## src/rtl/chan_ctrl_pkg.sv

```systemverilog
package chan_ctrl_pkg;

    // Register map
    localparam logic [7:0]  CTRL_OFFSET   = 8'h50;
    localparam logic [7:0]  STATUS_OFFSET = 8'h54;
    localparam logic [31:0] CTRL_RESET    = 32'h0000_0000;

    // Control bit positions
    localparam int CTRL_TX_RST      = 0;
    localparam int CTRL_RX_RST      = 1;
    localparam int CTRL_LOOPBACK    = 2;
    localparam int CTRL_CH_IE       = 3;
    localparam int CTRL_FORCE_IRQ   = 4;
    localparam int CTRL_WR_DMA_IE   = 5;
    localparam int CTRL_RD_DMA_IE   = 6;
    localparam int CTRL_IN_BOOST    = 7;
    localparam int CTRL_OUT_BOOST   = 8;
    localparam int CTRL_MON_RST     = 9;
    localparam int CTRL_TX_DONE_IE  = 10;
    localparam int CTRL_RX_LVL_IE   = 11;
    localparam int CTRL_TX_LVL_IE   = 12;
    localparam int CTRL_SDRAM_INIT  = 16;
    localparam int CTRL_TX_DIRECT   = 17;
    localparam int CTRL_RX_DIRECT   = 18;
    localparam int CTRL_FORCE_HOLD  = 19;
    localparam logic [31:0] CTRL_RW_MASK = 32'h000E_1FFF;

    // Status bit positions
    localparam int ST_TX_EMPTY   = 0;
    localparam int ST_TX_AEMPTY  = 1;
    localparam int ST_TX_FULL    = 2;
    localparam int ST_RX_EMPTY   = 4;
    localparam int ST_RX_AFULL   = 5;
    localparam int ST_RX_FULL    = 6;
    localparam int ST_TX_AE_LIVE = 8;
    localparam int ST_RX_AF_LIVE = 9;
    localparam int ST_LAT_LO     = 10;
    localparam int ST_DMA_IN_IDLE  = 23;
    localparam int ST_DMA_OUT_IDLE = 22;
    localparam int ST_TX_SM_IDLE   = 21;
    localparam int ST_RX_SM_IDLE   = 20;
    localparam int ST_OVERFLOW   = 19;
    localparam int ST_LOCKED     = 24;
    localparam int ST_LOCAL_IRQ  = 30;
    localparam int ST_IRQ        = 31;

    // Latch vector index, status bit = ST_LAT_LO + index
    localparam int LAT_TX_LVL  = 0;
    localparam int LAT_RX_LVL  = 1;
    localparam int LAT_WR_ERR  = 2;
    localparam int LAT_RD_ERR  = 3;
    localparam int LAT_WR_INT  = 4;
    localparam int LAT_RD_INT  = 5;
    localparam int LAT_TX_DONE = 6;
    localparam int LAT_NUM     = 7;

    // Lock retry timing
    localparam int CLK_MHZ          = 10;
    localparam int RETRY_TIME_US    = 100;
    localparam int RETRY_CYCLES     = RETRY_TIME_US * CLK_MHZ;
    localparam int MON_PULSE_CYCLES = 4;

    // Loopback buffer
    localparam int LB_WIDTH = 32;
    localparam int LB_DEPTH = 2;

    typedef struct packed {
        logic wr_done;
        logic rd_done;
        logic wr_err;
        logic rd_err;
        logic dma_in_idle;
        logic dma_out_idle;
    } dma_evt_t;

    typedef struct packed {
        logic tx_dma_empty;
        logic sdram_tx_empty;
        logic sdram_io_tx_empty;
        logic tx_io_empty;
        logic tx_dma_full;
        logic rx_dma_empty;
        logic rx_dma_full;
    } fifo_flags_t;

    typedef enum logic [1:0] {
        MON_RUN,
        MON_WAIT,
        MON_PULSE
    } mon_state_t;

endpackage

```

## src/rtl/fifo_dma_channel_ctrl_status.sv

```systemverilog
`timescale 1ns/10ps

module fifo_dma_channel_ctrl_status
    import chan_ctrl_pkg::*;
(
    // Clock, reset, enable
    input  wire logic                i_clk,
    input  wire logic                i_rst,
    input  wire logic                i_ce,
    // Register port
    input  wire logic                i_reg_wr,
    input  wire logic                i_reg_rd,
    input  wire logic [7:0]          i_reg_addr,
    input  wire logic [31:0]         i_reg_wdata,
    output logic      [31:0]         o_reg_rdata,
    output logic                     o_reg_rvalid,
    // FIFO chain state
    input  wire fifo_flags_t         i_flags,
    input  wire logic [31:0]         i_tx_chain_count,
    input  wire logic [31:0]         i_rx_chain_count,
    input  wire logic [31:0]         i_rx_fifo_count,
    input  wire logic [2:0]          i_rx_pipe_count,
    input  wire logic [31:0]         i_tx_ae_level,
    input  wire logic [31:0]         i_rx_af_level,
    input  wire logic                i_rx_load_wr,
    output logic      [31:0]         o_rx_data_count,
    // DMA engine
    input  wire dma_evt_t            i_dma,
    output logic                     o_tx_dma_urgent,
    output logic                     o_rx_dma_urgent,
    output logic                     o_irq,
    // Serial state machines and clocking
    input  wire logic                i_tx_enable,
    input  wire logic                i_rx_enable,
    input  wire logic                i_transmit_sm_idle,
    input  wire logic                i_receive_sm_idle,
    input  wire logic                i_tx_ref_locked,
    input  wire logic                i_internal_receive_hold,
    output logic                     o_tx_fifo_rst,
    output logic                     o_rx_fifo_rst,
    output logic                     o_clock_monitor_rst,
    output logic                     o_receive_hold_output,
    // SDRAM controller
    input  wire logic                i_sdram_busy,
    input  wire logic                i_sdram_init_done,
    output logic                     o_sdram_init_start,
    output logic                     o_mem_a_param_sel,
    output logic                     o_tx_direct_mover_enable,
    output logic                     o_rx_direct_mover_enable,
    // Loopback mover, TX FIFO side
    input  wire logic                i_lb_tx_valid,
    input  wire logic [LB_WIDTH-1:0] i_lb_tx_data,
    output logic                     o_lb_tx_pop,
    // Loopback mover, RX FIFO side
    output logic                     o_lb_rx_valid,
    output logic      [LB_WIDTH-1:0] o_lb_rx_data,
    input  wire logic                i_lb_rx_ready
);

    // Latch update: hardware set wins over a software clear
    function automatic logic w1c(input logic cur, input logic set, input logic clr);
        w1c = set | (cur & ~clr);
    endfunction

    logic [31:0]         ctrl_q;
    logic [31:0]         ctrl_d;
    logic [LAT_NUM-1:0]  lat_q;
    logic [LAT_NUM-1:0]  lat_set;
    logic [LAT_NUM-1:0]  lat_clr;
    logic                ovf_q;
    logic                tx_empty_q;
    logic                tx_ae_q;
    logic                rx_af_q;
    logic                init_start_q;
    mon_state_t          mon_q;
    logic [15:0]         mon_cnt_q;
    logic [31:0]         status;
    logic [31:0]         rdata_d;

    // Address decode
    wire ctrl_sel   = (i_reg_addr == CTRL_OFFSET);
    wire status_sel = (i_reg_addr == STATUS_OFFSET);
    wire ctrl_wr    = i_ce & i_reg_wr & ctrl_sel;
    wire status_wr  = i_ce & i_reg_wr & status_sel;

    // Live FIFO chain flags
    wire tx_empty   = i_flags.tx_dma_empty & i_flags.sdram_tx_empty
                    & i_flags.sdram_io_tx_empty & i_flags.tx_io_empty;
    wire tx_aempty  = (i_tx_chain_count < i_tx_ae_level);
    wire tx_full    = i_flags.tx_dma_full;
    wire rx_empty   = i_flags.rx_dma_empty;
    wire rx_full    = i_flags.rx_dma_full;
    wire rx_afull   = (i_rx_chain_count >= i_rx_af_level);

    // Control field taps
    wire loopback   = ctrl_q[CTRL_LOOPBACK];
    wire ch_ie      = ctrl_q[CTRL_CH_IE];
    wire force_irq  = ctrl_q[CTRL_FORCE_IRQ];
    wire init_req   = ctrl_wr & i_reg_wdata[CTRL_SDRAM_INIT]
                    & ~ctrl_q[CTRL_SDRAM_INIT] & ~i_sdram_busy;

    // Control register next value; init bit is set-only from software
    always_comb begin
        ctrl_d = ctrl_q;
        if (ctrl_wr) begin
            ctrl_d = (ctrl_q & ~CTRL_RW_MASK) | (i_reg_wdata & CTRL_RW_MASK);
        end
        if (init_req) begin
            ctrl_d[CTRL_SDRAM_INIT] = 1'b1;
        end else if (i_sdram_init_done) begin
            ctrl_d[CTRL_SDRAM_INIT] = 1'b0;
        end
    end

    always_ff @(posedge i_clk) begin
        if (i_rst) begin
            ctrl_q <= CTRL_RESET;
        end else if (i_ce) begin
            ctrl_q <= ctrl_d;
        end
    end

    // Init kick is one cycle wide so the controller sees a single request
    always_ff @(posedge i_clk) begin
        if (i_rst) begin
            init_start_q <= 1'b0;
        end else if (i_ce) begin
            init_start_q <= init_req;
        end
    end

    // Edge history for the sticky flags
    always_ff @(posedge i_clk) begin
        if (i_rst) begin
            tx_empty_q <= 1'b1;
            tx_ae_q    <= 1'b1;                                         // Empty chain is almost empty
            rx_af_q    <= 1'b0;
        end else if (i_ce) begin
            tx_empty_q <= tx_empty;
            tx_ae_q    <= tx_aempty;
            rx_af_q    <= rx_afull;
        end
    end

    // Sticky event sources
    assign lat_set[LAT_TX_LVL]  = tx_aempty & ~tx_ae_q;
    assign lat_set[LAT_RX_LVL]  = rx_afull & ~rx_af_q;
    assign lat_set[LAT_WR_ERR]  = i_dma.wr_err;
    assign lat_set[LAT_RD_ERR]  = i_dma.rd_err;
    assign lat_set[LAT_WR_INT]  = i_dma.wr_done;
    assign lat_set[LAT_RD_INT]  = i_dma.rd_done;
    assign lat_set[LAT_TX_DONE] = tx_empty & ~tx_empty_q;
    assign lat_clr = status_wr ? i_reg_wdata[ST_LAT_LO +: LAT_NUM]
                               : {LAT_NUM{1'b0}};

    // One write-one-to-clear latch per status bit
    genvar gi;
    generate
        for (gi = 0; gi < LAT_NUM; gi = gi + 1) begin : g_lat
            always_ff @(posedge i_clk) begin
                if (i_rst) begin
                    lat_q[gi] <= 1'b0;
                end else if (i_ce) begin
                    lat_q[gi] <= w1c(lat_q[gi], lat_set[gi], lat_clr[gi]);
                end
            end
        end
    endgenerate

    // Overflow latch sits apart from the contiguous group
    always_ff @(posedge i_clk) begin
        if (i_rst) begin
            ovf_q <= 1'b0;
        end else if (i_ce) begin
            ovf_q <= w1c(ovf_q, i_rx_load_wr & rx_full,
                         status_wr & i_reg_wdata[ST_OVERFLOW]);
        end
    end

    // Interrupt combine; local sum is taken before the channel enable
    wire local_irq = (lat_q[LAT_TX_DONE] & ctrl_q[CTRL_TX_DONE_IE])
                   | (lat_q[LAT_RX_LVL] & ctrl_q[CTRL_RX_LVL_IE])
                   | (lat_q[LAT_TX_LVL] & ctrl_q[CTRL_TX_LVL_IE])
                   | force_irq;
    wire ch_irq    = ch_ie & local_irq;
    wire wr_irq    = ctrl_q[CTRL_WR_DMA_IE] & lat_q[LAT_WR_INT];
    wire rd_irq    = ctrl_q[CTRL_RD_DMA_IE] & lat_q[LAT_RD_INT];
    wire any_irq   = ch_irq | wr_irq | rd_irq;

    // Status word assembly
    always_comb begin
        status = 32'h0000_0000;
        status[ST_TX_EMPTY]     = tx_empty;
        status[ST_TX_AEMPTY]    = tx_aempty;
        status[ST_TX_FULL]      = tx_full;
        status[ST_RX_EMPTY]     = rx_empty;
        status[ST_RX_AFULL]     = rx_afull;
        status[ST_RX_FULL]      = rx_full;
        status[ST_TX_AE_LIVE]   = tx_aempty & ctrl_q[CTRL_TX_LVL_IE];
        status[ST_RX_AF_LIVE]   = rx_afull & ctrl_q[CTRL_RX_LVL_IE];
        status[ST_LAT_LO +: LAT_NUM] = lat_q;
        status[ST_OVERFLOW]     = ovf_q;
        status[ST_RX_SM_IDLE]   = i_receive_sm_idle;
        status[ST_TX_SM_IDLE]   = i_transmit_sm_idle;
        status[ST_DMA_OUT_IDLE] = i_dma.dma_out_idle;
        status[ST_DMA_IN_IDLE]  = i_dma.dma_in_idle;
        status[ST_LOCKED]       = i_tx_ref_locked;
        status[ST_LOCAL_IRQ]    = local_irq;
        status[ST_IRQ]          = any_irq;
    end

    // Read mux; unmapped offsets answer zero
    assign rdata_d = ctrl_sel   ? ctrl_q :
                     status_sel ? status : 32'h0000_0000;

    // Read data is registered, valid one cycle after the strobe
    always_ff @(posedge i_clk) begin
        if (i_rst) begin
            o_reg_rdata  <= 32'h0000_0000;
            o_reg_rvalid <= 1'b0;
        end else if (i_ce) begin
            o_reg_rvalid <= i_reg_rd;
            if (i_reg_rd) begin
                o_reg_rdata <= rdata_d;
            end
        end
    end

    // Lock monitor: software pulse or automatic retry after a dry spell
    always_ff @(posedge i_clk) begin
        if (i_rst) begin
            mon_q     <= MON_RUN;
            mon_cnt_q <= 16'h0000;
        end else if (i_ce) begin
            case (mon_q)
                MON_RUN: begin
                    mon_cnt_q <= 16'h0000;
                    if (!i_tx_ref_locked) begin
                        mon_q <= MON_WAIT;
                    end
                end
                MON_WAIT: begin
                    if (i_tx_ref_locked) begin
                        mon_q <= MON_RUN;
                    end else if (mon_cnt_q == 16'(RETRY_CYCLES - 1)) begin
                        mon_q     <= MON_PULSE;
                        mon_cnt_q <= 16'h0000;
                    end else begin
                        mon_cnt_q <= mon_cnt_q + 16'h0001;
                    end
                end
                MON_PULSE: begin
                    if (mon_cnt_q == 16'(MON_PULSE_CYCLES - 1)) begin
                        mon_q     <= MON_WAIT;
                        mon_cnt_q <= 16'h0000;
                    end else begin
                        mon_cnt_q <= mon_cnt_q + 16'h0001;
                    end
                end
                default: begin
                    mon_q     <= MON_RUN;
                    mon_cnt_q <= 16'h0000;
                end
            endcase
        end
    end

    // Loopback buffer; two entries keep the mover streaming under a stall
    logic [LB_WIDTH-1:0] lb_mem [LB_DEPTH];
    logic                lb_wp_q;
    logic                lb_rp_q;
    logic [1:0]          lb_cnt_q;

    wire lb_active = loopback & ~i_tx_enable & ~i_rx_enable;
    wire lb_flush  = ~lb_active | ctrl_q[CTRL_TX_RST] | ctrl_q[CTRL_RX_RST];
    wire lb_ready  = (lb_cnt_q != 2'(LB_DEPTH)) & ~lb_flush;
    wire lb_push   = i_lb_tx_valid & lb_ready;
    wire lb_pop    = o_lb_rx_valid & i_lb_rx_ready;

    always_ff @(posedge i_clk) begin
        if (i_rst) begin
            lb_wp_q  <= 1'b0;
            lb_rp_q  <= 1'b0;
            lb_cnt_q <= 2'h0;
        end else if (i_ce) begin
            if (lb_flush) begin
                lb_wp_q  <= 1'b0;
                lb_rp_q  <= 1'b0;
                lb_cnt_q <= 2'h0;
            end else begin
                lb_wp_q  <= lb_wp_q ^ lb_push;
                lb_rp_q  <= lb_rp_q ^ lb_pop;
                lb_cnt_q <= lb_cnt_q + 2'(lb_push) - 2'(lb_pop);
            end
        end
    end

    // Storage needs no reset; valid is driven only by the count
    always_ff @(posedge i_clk) begin
        if (i_ce && lb_push) begin
            lb_mem[lb_wp_q] <= i_lb_tx_data;
        end
    end

    assign o_lb_tx_pop   = lb_push;
    assign o_lb_rx_valid = (lb_cnt_q != 2'h0);
    assign o_lb_rx_data  = lb_mem[lb_rp_q];

    // Datapath and side controls
    assign o_tx_fifo_rst            = ctrl_q[CTRL_TX_RST];
    assign o_rx_fifo_rst            = ctrl_q[CTRL_RX_RST];
    assign o_clock_monitor_rst      = ctrl_q[CTRL_MON_RST]
                                    | (mon_q == MON_PULSE);
    assign o_receive_hold_output    = ctrl_q[CTRL_FORCE_HOLD]
                                    | i_internal_receive_hold;
    assign o_tx_dma_urgent          = ctrl_q[CTRL_IN_BOOST] & tx_aempty;
    assign o_rx_dma_urgent          = ctrl_q[CTRL_OUT_BOOST] & rx_afull;
    assign o_irq                    = any_irq;
    assign o_sdram_init_start       = init_start_q;
    assign o_mem_a_param_sel        = ctrl_q[CTRL_SDRAM_INIT];
    assign o_tx_direct_mover_enable = ctrl_q[CTRL_TX_DIRECT];
    assign o_rx_direct_mover_enable = ctrl_q[CTRL_RX_DIRECT];
    assign o_rx_data_count          = i_rx_fifo_count
                                    + {29'h0000_0000, i_rx_pipe_count};

endmodule

```

## config.mk

```make
export PLATFORM = sky130hd
export DESIGN_NAME = fifo_dma_channel_ctrl_status
export DESIGN_NICKNAME = d
export VERILOG_FILES = /design/src/rtl/chan_ctrl_pkg.sv /design/src/rtl/fifo_dma_channel_ctrl_status.sv
export SDC_FILE = /design/constraint.sdc
export NUM_CORES = 1
export LEC_CHECK = 0
export ABC_AREA = 1
export CORE_AREA = 2 2 173 175
export DETAILED_ROUTE_END_ITERATION = 10
export DIE_AREA = 0 0 175 177
export DONT_BUFFER_PORTS = 1
export PLACE_DENSITY = 0.49
export SETUP_SLACK_MARGIN = 0.1
export SYNTH_ARGS = -nofsm -noshare
export SYNTH_HDL_FRONTEND = slang
export SYNTH_SLANG_ARGS = --single-unit
```

## constraint.sdc

```tcl
create_clock -name i_clk -period 8.1 [get_ports i_clk]
set_clock_uncertainty 0.15 [all_clocks]
set_input_delay 0.405 -clock i_clk [delete_from_list [all_inputs] [get_ports i_clk]]
set_output_delay 0.405 -clock i_clk [all_outputs]
set_load 0.02 [all_outputs]
```

Word level (Yosys, flattened, before mapping)

Memory sizes are Yosys's and may differ from the RTL's. A register that Yosys moved wholly into a read port is not among the register bits.
Index checks and enable logic that the tools add are counted.

Add/sub/neg operators: 4
Magnitude comparators: 2
Eq/ne operators: 11
Multiplexer cells: 22
Bitwise operators: 74
Reduce and logical (&&, ||, !) cells: 9

Operators with widths:

| operator              | count |
|---|---|
| $mux 32               | 2 |
| $mux 16               | 3 |
| $and 1x1->1           | 37 |
| $add 32x3->32         | 1 |
| $ge 32x32->1          | 1 |
| $lt 32x32->1          | 1 |
| $or 32x20->32         | 1 |
| $pmux 16 s2           | 1 |
| $mux 17               | 1 |
| $not 1->1             | 17 |
| $or 1x1->1            | 17 |
| $add 16x1->16 const B | 1 |
| $eq 16x10->1 const B  | 1 |
| $eq 16x2->1 const B   | 1 |
| $eq 8x7->1 const B    | 2 |
| $mux 2                | 5 |
| $mux 1                | 8 |
| $ne 2x2->1 const B    | 4 |
| $reduce_and 2->1      | 4 |
| $mux 7                | 1 |
| $pmux 2 s3            | 1 |
| $reduce_and 4->1      | 1 |
| $ne 3x3->1 const B    | 1 |
| $reduce_bool 3->1     | 1 |
| other kinds (8)       | 9 |

Register bits: 99
RAM bits: 64
Input port bits: 264
Output and inout bits: 110
Logic and storage cells: 144
Memories kept: 1

Memories:

| name   | words | bits a word | read ports | clocked after Yosys merged registers in | wr ports | RTL line                            | RTL |
|---|---|---|---|---|---|---|---|
| lb_mem | 2     | 32          | 1          | 1                                       | 1        | fifo_dma_channel_ctrl_status.sv:269 | `logic [LB_WIDTH-1:0] lb_mem [LB_DEPTH];` |

Logic depth before layout (Yosys ltp)

Gate-level depths: netlist (run 1).

Depth after elaboration: 12
Mapped depth: 15
Gate-level depth less buffers: 15

Worst setup path before layout (run 1)

No wires, ideal clock.

Kind: register to register
Start point: reg ctrl_q[0]
End point: mem lb_mem[1][0] (enable)
Data arrival time: 2.493 ns
Path slack: 5.034 ns
Stages on the path, launching flop included: 8
Buffers on the path: 0
Period minus slack after synthesis: 3.066 ns
Cells stage by stage: dfxtp_1 > nor4_1 > inv_1 > nor2_1 > inv_1 > nor2_1 > inv_1 > nor2_1

Cells in the longest elaborated chain, start to end: 8

Ends and longest elaborated chain:

| element                      | RTL line                            | RTL |
|---|---|---|
| from (decl)                  | fifo_dma_channel_ctrl_status.sv:65  | `logic [31:0] ctrl_q;` |
| from (signal assigned)       | fifo_dma_channel_ctrl_status.sv:119 | `ctrl_q <= ctrl_d;` |
| $or 1x1->1 (2 in series)     | fifo_dma_channel_ctrl_status.sv:275 | `wire lb_flush = ~lb_active \| ctrl_q[CTRL_TX_RST] \| ctrl_q[CTRL_RX_RST];` |
| $not 1->1                    | fifo_dma_channel_ctrl_status.sv:276 | `wire lb_ready = (lb_cnt_q != 2'(LB_DEPTH)) & ~lb_flush;` |
| $and 1x1->1                  | fifo_dma_channel_ctrl_status.sv:276 |  |
| $and 1x1->1                  | fifo_dma_channel_ctrl_status.sv:277 | `wire lb_push = i_lb_tx_valid & lb_ready;` |
| $logic_and 1x1->1            | fifo_dma_channel_ctrl_status.sv:300 | `if (i_ce && lb_push) begin` |
| $mux 1                       | fifo_dma_channel_ctrl_status.sv:300 |  |
| $mux 1 (not written as such) | fifo_dma_channel_ctrl_status.sv:301 | `lb_mem[lb_wp_q] <= i_lb_tx_data;` |
| to (decl)                    | fifo_dma_channel_ctrl_status.sv:269 |  |

Every way passes these cells.

Worst setup path in the final report (run 1)

Start point: in i_rx_fifo_count[0]
End point: out o_rx_data_count[26]

Cells in the longest elaborated chain, start to end: 1

Ends and longest elaborated chain:

| element       | RTL line                            | RTL |
|---|---|---|
| from (decl)   | fifo_dma_channel_ctrl_status.sv:21  | `input wire logic [31:0] i_rx_fifo_count,` |
| $add 32x3->32 | fifo_dma_channel_ctrl_status.sv:324 | `+ {29'h0000_0000, i_rx_pipe_count};` |
| to (decl)     | fifo_dma_channel_ctrl_status.sv:26  | `output logic [31:0] o_rx_data_count,` |

Every way passes these cells.

==> results of run 1 <==
## per-stage QoR
stage	hold WS [ns]	total power, mW
detailed placement	0.297	0.955
finish	0.0369	1.76
global route	0.0265	1.85
floorplan	0.285	0.928
CTS	0.00106	1.79
global placement	0.296	0.953
## power groups by stage
| stage | clock, mW | combinational [mW] | sequential, mW |
|---|---|---|---|
| floorplan | 0 | 0.136 | 0.792 |
| finish | 0.786 | 0.194 | 0.778 |
| global route | 0.847 | 0.223 | 0.779 |
| CTS | 0.813 | 0.196 | 0.778 |
| global placement | 0 | 0.158 | 0.795 |
| detailed placement | 0 | 0.161 | 0.795 |
## state kept, by name, indices dropped and copies added (netlist names), named ones only
| name | cells |
|---|---|
| ctrl_q | 17 |
| o_reg_rvalid | 1 |
| mon_q | 2 |
| ovf_q | 1 |
| tx_ae_q | 1 |
| rx_af_q | 1 |
| lb_mem | 64 |
| mon_cnt_q | 16 |
| o_reg_rdata | 27 |
| lat_q | 7 |
| lb_wp_q | 1 |
| tx_empty_q | 1 |
| o_sdram_init_start | 1 |
| lb_cnt_q | 2 |
| lb_rp_q | 1 |
## critical path, delay by kind of cell
family          cells  cell delay [ns]
simple gates        6             0.76
fa+ha+maj           2             0.57
xor+xnor            1             0.42
compound gates      1             0.22
buf+inv             2             0.13
## repair_timing
action | in CTS | in global routing
hold buffers | 63 | 1
endpoints found under the hold margin | 112 | 1
setup buffers | 0 | 0
## cells by family after synthesis
| kind of cell | count (synthesis) | synth area share, % |
|---|---|---|
| other cells | 1 | 0.0452 |
| simple gates | 349 | 18.2 |
| flops | 144 | 42.5 |
| fa+ha+maj | 74 | 11.3 |
| xor+xnor | 38 | 4.01 |
| mux | 32 | 4.34 |
| compound gates | 169 | 11.1 |
| buf+inv | 179 | 8.54 |
## cell usage in the layout, fill, tap and decap left out, types with 2 or more instances in the layout
cell           netlist  final
nand3_1             30     30
ha_1                73     73
nand4_1             17     17
inv_6                0      4
nor2_1              64     62
clkbuf_16            0     17
nor4_1              10     10
nand2_1            187    187
a21oi_1             97     97
a31oi_1              2      2
o21ai_0             46     46
o21a_1               3      3
buf_4                9      3
xor2_1              23     23
inv_8                0      6
nor2_4               2      4
or2_2                4      4
dlygate4sd3_1        0     63
edfxtp_1            64     64
o221ai_1             2      2
dfxtp_1             80     80
clkinv_4             0      2
o211ai_1            13     13
conb_1               1      5
inv_1              149    149
mux2_2              32     32
clkinv_8             0      3
nor3_1              28     28
xnor2_1             15     15
a21o_1               2      2
## final cells by class
type | instances | area (um2)
multi-input combinational | 667 | 4090
timing repair buffer | 67 | 673
sequential | 144 | 3520
clock buffer | 17 | 425
tap | 390 | 488
antenna | 1 | 2.50
inverter | 150 | 563
clock inverter | 15 | 169
fill | 3096 | 19300
## how the worst max path moves through the flow
| stage | from | to | slack, ns | depth (start not counted) |
|---|---|---|---|---|
| after CTS | i_rx_fifo_count[0] | o_rx_data_count[30] | 5.03 | 12 |
| after global placement | i_rx_fifo_count[0] | o_rx_data_count[30] | 5.06 | 12 |
| final | i_rx_fifo_count[0] | o_rx_data_count[26] | 5.04 | 12 |
| after global routing | i_rx_fifo_count[0] | o_rx_data_count[30] | 4.85 | 12 |
| after detailed placement | i_rx_fifo_count[0] | o_rx_data_count[30] | 5.05 | 12 |
| after floorplan | ctrl_q[0] | lb_mem[1][0] | 5.03 | 7 |
## routing by layer
| metal | vias up | GRT usage, % | wire length (um) |
|---|---|---|---|
| met1 | 3113 | 18.2 | 10300 |
| li1 | 3411 | - | - |
| met5 | - | 0 | 0 |
| met4 | 0 | 3.99 | 344 |
| met2 | 267 | 27.3 | 12000 |
| met3 | 22 | 5.80 | 2020 |
==> results_dict.tcl, run 1 <==
set metrics [dict create \
    holdPathEnd "lb_rp_q" \
    post_cts_resized 0 \
    rr_worst_depth 7 \
    reg2reg_to "lb_mem[1][8]" \
    path_clk_slew_ns 0.07 \
    clk_root_buffer_cell "clkbuf_16" \
    synth_top_area_share_pct 23.2 \
    fmax_ghz 0.327 \
    avgSynthCellArea_um2 8.41 \
    final-setup-viol-count 0 \
    comb_power_share_pct 11.0 \
    post-place-cells 1354 \
    r2r_setup_slack_ns 5.44 \
    synth_flop_cell "dfxtp_1" \
    htree_levels 4 \
    post_synth_num_cell_types 40 \
    clock_latency_ns 0.43 \
    clockBufferDepth 2 \
    crit_slowest_cell "xnor2_1" \
    grtUsageTotal_pct 15.7 \
    vias 6813 \
    port_buffers 0 \
    setup_tns_ns 0 \
    yosys_warnings 0 \
    peakVddDrop_mv 0.107 \
    synthTopCellsByArea "edfxtp_1 23%, dfxtp_1 19%, ha_1 11%, nand2_1 8.5%, inv_1 6.7%" \
    cts_sinks 144 \
    syn_area_mm2 0.00829 \
    dieWidth_um 175 \
    synth.most_common_cell "nand2_1" \
    dr.pass1.iters 7 \
    slew_headroom_pct 28.6 \
    rows 63 \
    pwr-share-seq_pct 44.3 \
    leakagePower_nw 4.07 \
    dpl.hpwl_mm 18.6 \
    cp_cell_sequence "ha_1, inv_1, fa_1, inv_1, nand2_1, a21oi_2, nand3_2, nor2_4, nand2_4, nor2_4, nand4_2, xnor2_1" \
    p_per_area_mw_per_mm2 177 \
    critPathKind "in -> out" \
    cpPeakStageDelay_ns 0.42 \
    yosysSeqAreaShare_pct 42.5 \
    grt_pass1_vias 6874 \
    tightest_slew_ns 1.07 \
    hold_start "i_ce" \
    grt_pass1_wl_mm 37.3 \
    max-cap-violations 0 \
    drv_slew 0 \
    worst_setup_path_end_kind "output pin" \
    avgViaCountPerCell 4.70 \
    drt_iter0_drc 339 \
    ant_nets 0 \
    rsz0062_at_grt "false" \
    grt_start_max_net_pins 44 \
    syn_inst 986 \
    drive_gt1_share_pct 7.92 \
    drt_wl_total_mm 24.7 \
    synth_edf_count 64 \
    overflow 0 \
    pin_count 374 \
    synthTopCellsByCount "187 x nand2_1, 149 x inv_1, 97 x a21oi_1, 80 x dfxtp_1, 73 x ha_1" \
    status "completed" \
    cts_tree "done" \
    post_dp_cell_area_mm2 0.00869 \
    die_area_mm2 0.0310 \
    sw_frac_of_total_pct 28.3 \
    die_y_um 177 \
    area_growth_pct 19.8 \
    start_kind "primary input" \
    period_share_pct 37.8 \
    holdPathStages 3 \
    r2r_start "ctrl_q[1]" \
    nets 1385 \
    hold_viol 0 \
    synthArstFlopShare_pct 0 \
    drc 0 \
    synth-seq-cells 144 \
    internal_power_mw 1.26 \
    clkPwrFrac_pct 44.7 \
    core_area_mm2 0.0292 \
    switching_power_mw 0.497 \
    wl_per_cell_um 17.0 \
    cp.arrival_ns 2.51 \
    required_ns 7.55 \
    initial_utilization_pct 28.4 \
    cts_buffers 17 \
    fin_cells 1451 \
    final_area_mm2 0.00994 \
    antenna_found_initial 1 \
    utilization_pct 34.0 \
    crit_fanout 4 \
    place.gp.congestion 0.816 \
    synth_top_cell_by_area "edfxtp_1" \
    min_period_ns 3.06 \
    hp-class "in -> reg" \
    place_ws_ns 5.05 \
    setup_slack_ns 5.04 \
]
Note: power is estimated with default switching activity, not from simulation.
==> run 2: changes to the inputs <==
==> constraint.sdc (replaced) <==
create_clock -name i_clk -period 2.88 [get_ports i_clk]
set_clock_uncertainty 0.15 [all_clocks]
set_input_delay 0.144 -clock i_clk [delete_from_list [all_inputs] [get_ports i_clk]]
set_output_delay 0.144 -clock i_clk [all_outputs]
set_load 0.02 [all_outputs]
==> results_dict.tcl, run 2 (same netlist as run 1, synthesis figures left out) <==
set metrics [dict create \
    reg_top3 "lb_mem (64), o_reg_rdata (27), ctrl_q (17)" \
    final-setup-viol-count 0 \
    critPathKind "reg -> reg" \
    grt_pass1_vias 7097 \
    area_growth_pct 26.2 \
    post_dp_cell_area_mm2 0.00878 \
    rsz0062_at_grt "false" \
    layout_common_cells "187 x nand2_1, 149 x inv_1, 101 x dlygate4sd3_1, 97 x a21oi_1, 79 x dfxtp_1" \
    dieWidth_um 175 \
    clock_latency_ns 0.42 \
    clk_root_buffer_cell "clkbuf_16" \
    antenna_found_initial 0 \
    drt_wl_total_mm 24.4 \
    initial_utilization_pct 28.4 \
    place.gp.congestion 0.817 \
    overflow 0 \
    rows 63 \
    p_per_area_mw_per_mm2 493 \
    max-cap-violations 0 \
    core_area_mm2 0.0292 \
    pin_count 374 \
    ant_nets 0 \
    leakagePower_nw 4.33 \
    setup_tns_ns 0 \
    cts_buffers 17 \
    die_y_um 177 \
    power_mw 5.16 \
    drt_iter0_drc 346 \
    hp-class "in -> reg" \
    required_ns 3.10 \
    period_share_pct 86.9 \
    htree_levels 4 \
    clockBufferDepth 2 \
    avgViaCountPerCell 4.68 \
    die_area_mm2 0.0310 \
    cts_sinks 144 \
    cp.arrival_ns 2.72 \
    cts_tree "done" \
    grt_pass1_wl_mm 37.5 \
    drive_gt1_share_pct 8.66 \
    antenna_cells 0 \
    final_common_cell "nand2_1" \
    regMostFlops "lb_mem" \
    fmax_ghz 0.400 \
    hold_viol 0 \
    drv_slew 0 \
    grt_start_max_net_pins 45 \
    vias 7004 \
    hold-worst-slack_ns 0.0168 \
    tightest_slew_ns 0.843 \
    start_kind "flip-flop" \
    crit_fanout 4 \
    status "completed" \
    min_period_ns 2.50 \
    wl_per_cell_um 16.3 \
    grtUsageTotal_pct 15.4 \
    largest_register_ffs 64 \
    path_clk_slew_ns 0.07 \
    peakVddDrop_mv 0.304 \
    port_buffers 0 \
    final_area_mm2 0.0105 \
    worst_setup_path_end_kind "flip-flop" \
    dpl.hpwl_mm 18.4 \
    nets 1433 \
    dr.pass1.iters 6 \
    slew_headroom_pct 43.8 \
    drc 0 \
]
-- run 2: routing by layer --
metal / GRT usage, % / up-vias / part of all wire, %
li1: - / 3515 / -
met1: 17.7 / 3209 / 41
met2: 28.2 / 261 / 50
met3: 4.23 / 19 / 7.1
met4: 3.61 / 0 / 1.1
met5: 0 / - / 0
-- run 2: through the flow --
stage / utilization, % / setup slack, ns / instances
5_1_grt: 35.8 / 0.110 / 1498
6_report: 35.8 / 0.377 / 1498
3_3_place_gp: 30.0 / 0.412 / 1364
4_1_cts: 35.8 / 0.150 / 1499
3_5_place_dp: 30.0 / 0.411 / 1364
2_1_floorplan: - / 0.350 / 990
-- run 2: path summary, 6_finish.rpt --
path / startpoint / endpoint / slack (ns) / depth (start not counted)
worst min register to register: lat_q[3] / o_reg_rdata[13] / 0.32 / 2
worst min-delay path: i_reg_addr[3] / o_reg_rdata[12] / 0.02 / 5
worst max register to register: ctrl_q[0] / lb_cnt_q[1] / 0.38 / 10
worst max-delay path: ctrl_q[0] / lb_cnt_q[1] / 0.38 / 10
-- run 2: final cells by class --
cell class	instances	area [um2]
repair buffers	115	1150
well taps	390	488
multi-input cells	667	4090
clock inverters	15	216
flip-flops and latches	144	3530
clock buffers	17	425
fillers	3090	18800
inverters	150	563
-- run 2: repair_timing --
action,in CTS,in global routing
hold endpoints to repair,125,0
endpoints found under the setup margin,0,1
hold buffers,103,0
resized for setup,0,3
buffers inserted,0,0
-- run 2: report_power, final --
part / leakage, nW / switching [mW] / internal [mW]
clock network: 0.313 / 0.973 / 1.42
logic: 2.80 / 0.338 / 0.247
registers: 1.23 / 0.0338 / 2.16
total: 4.33 / 1.34 / 3.82
-- run 2: critical path, cell delays in order, from the launching register on --
cell,delay [ns]
dfxtp_1,0.44
nor4_1,0.32
inv_1,0.10
nor2_1,0.10
buf_4,0.17
ha_1,0.16
xnor2_1,0.13
xnor2_1,0.15
nand2_1,0.07
a21oi_1,0.12
dlygate4sd3_1,0.54
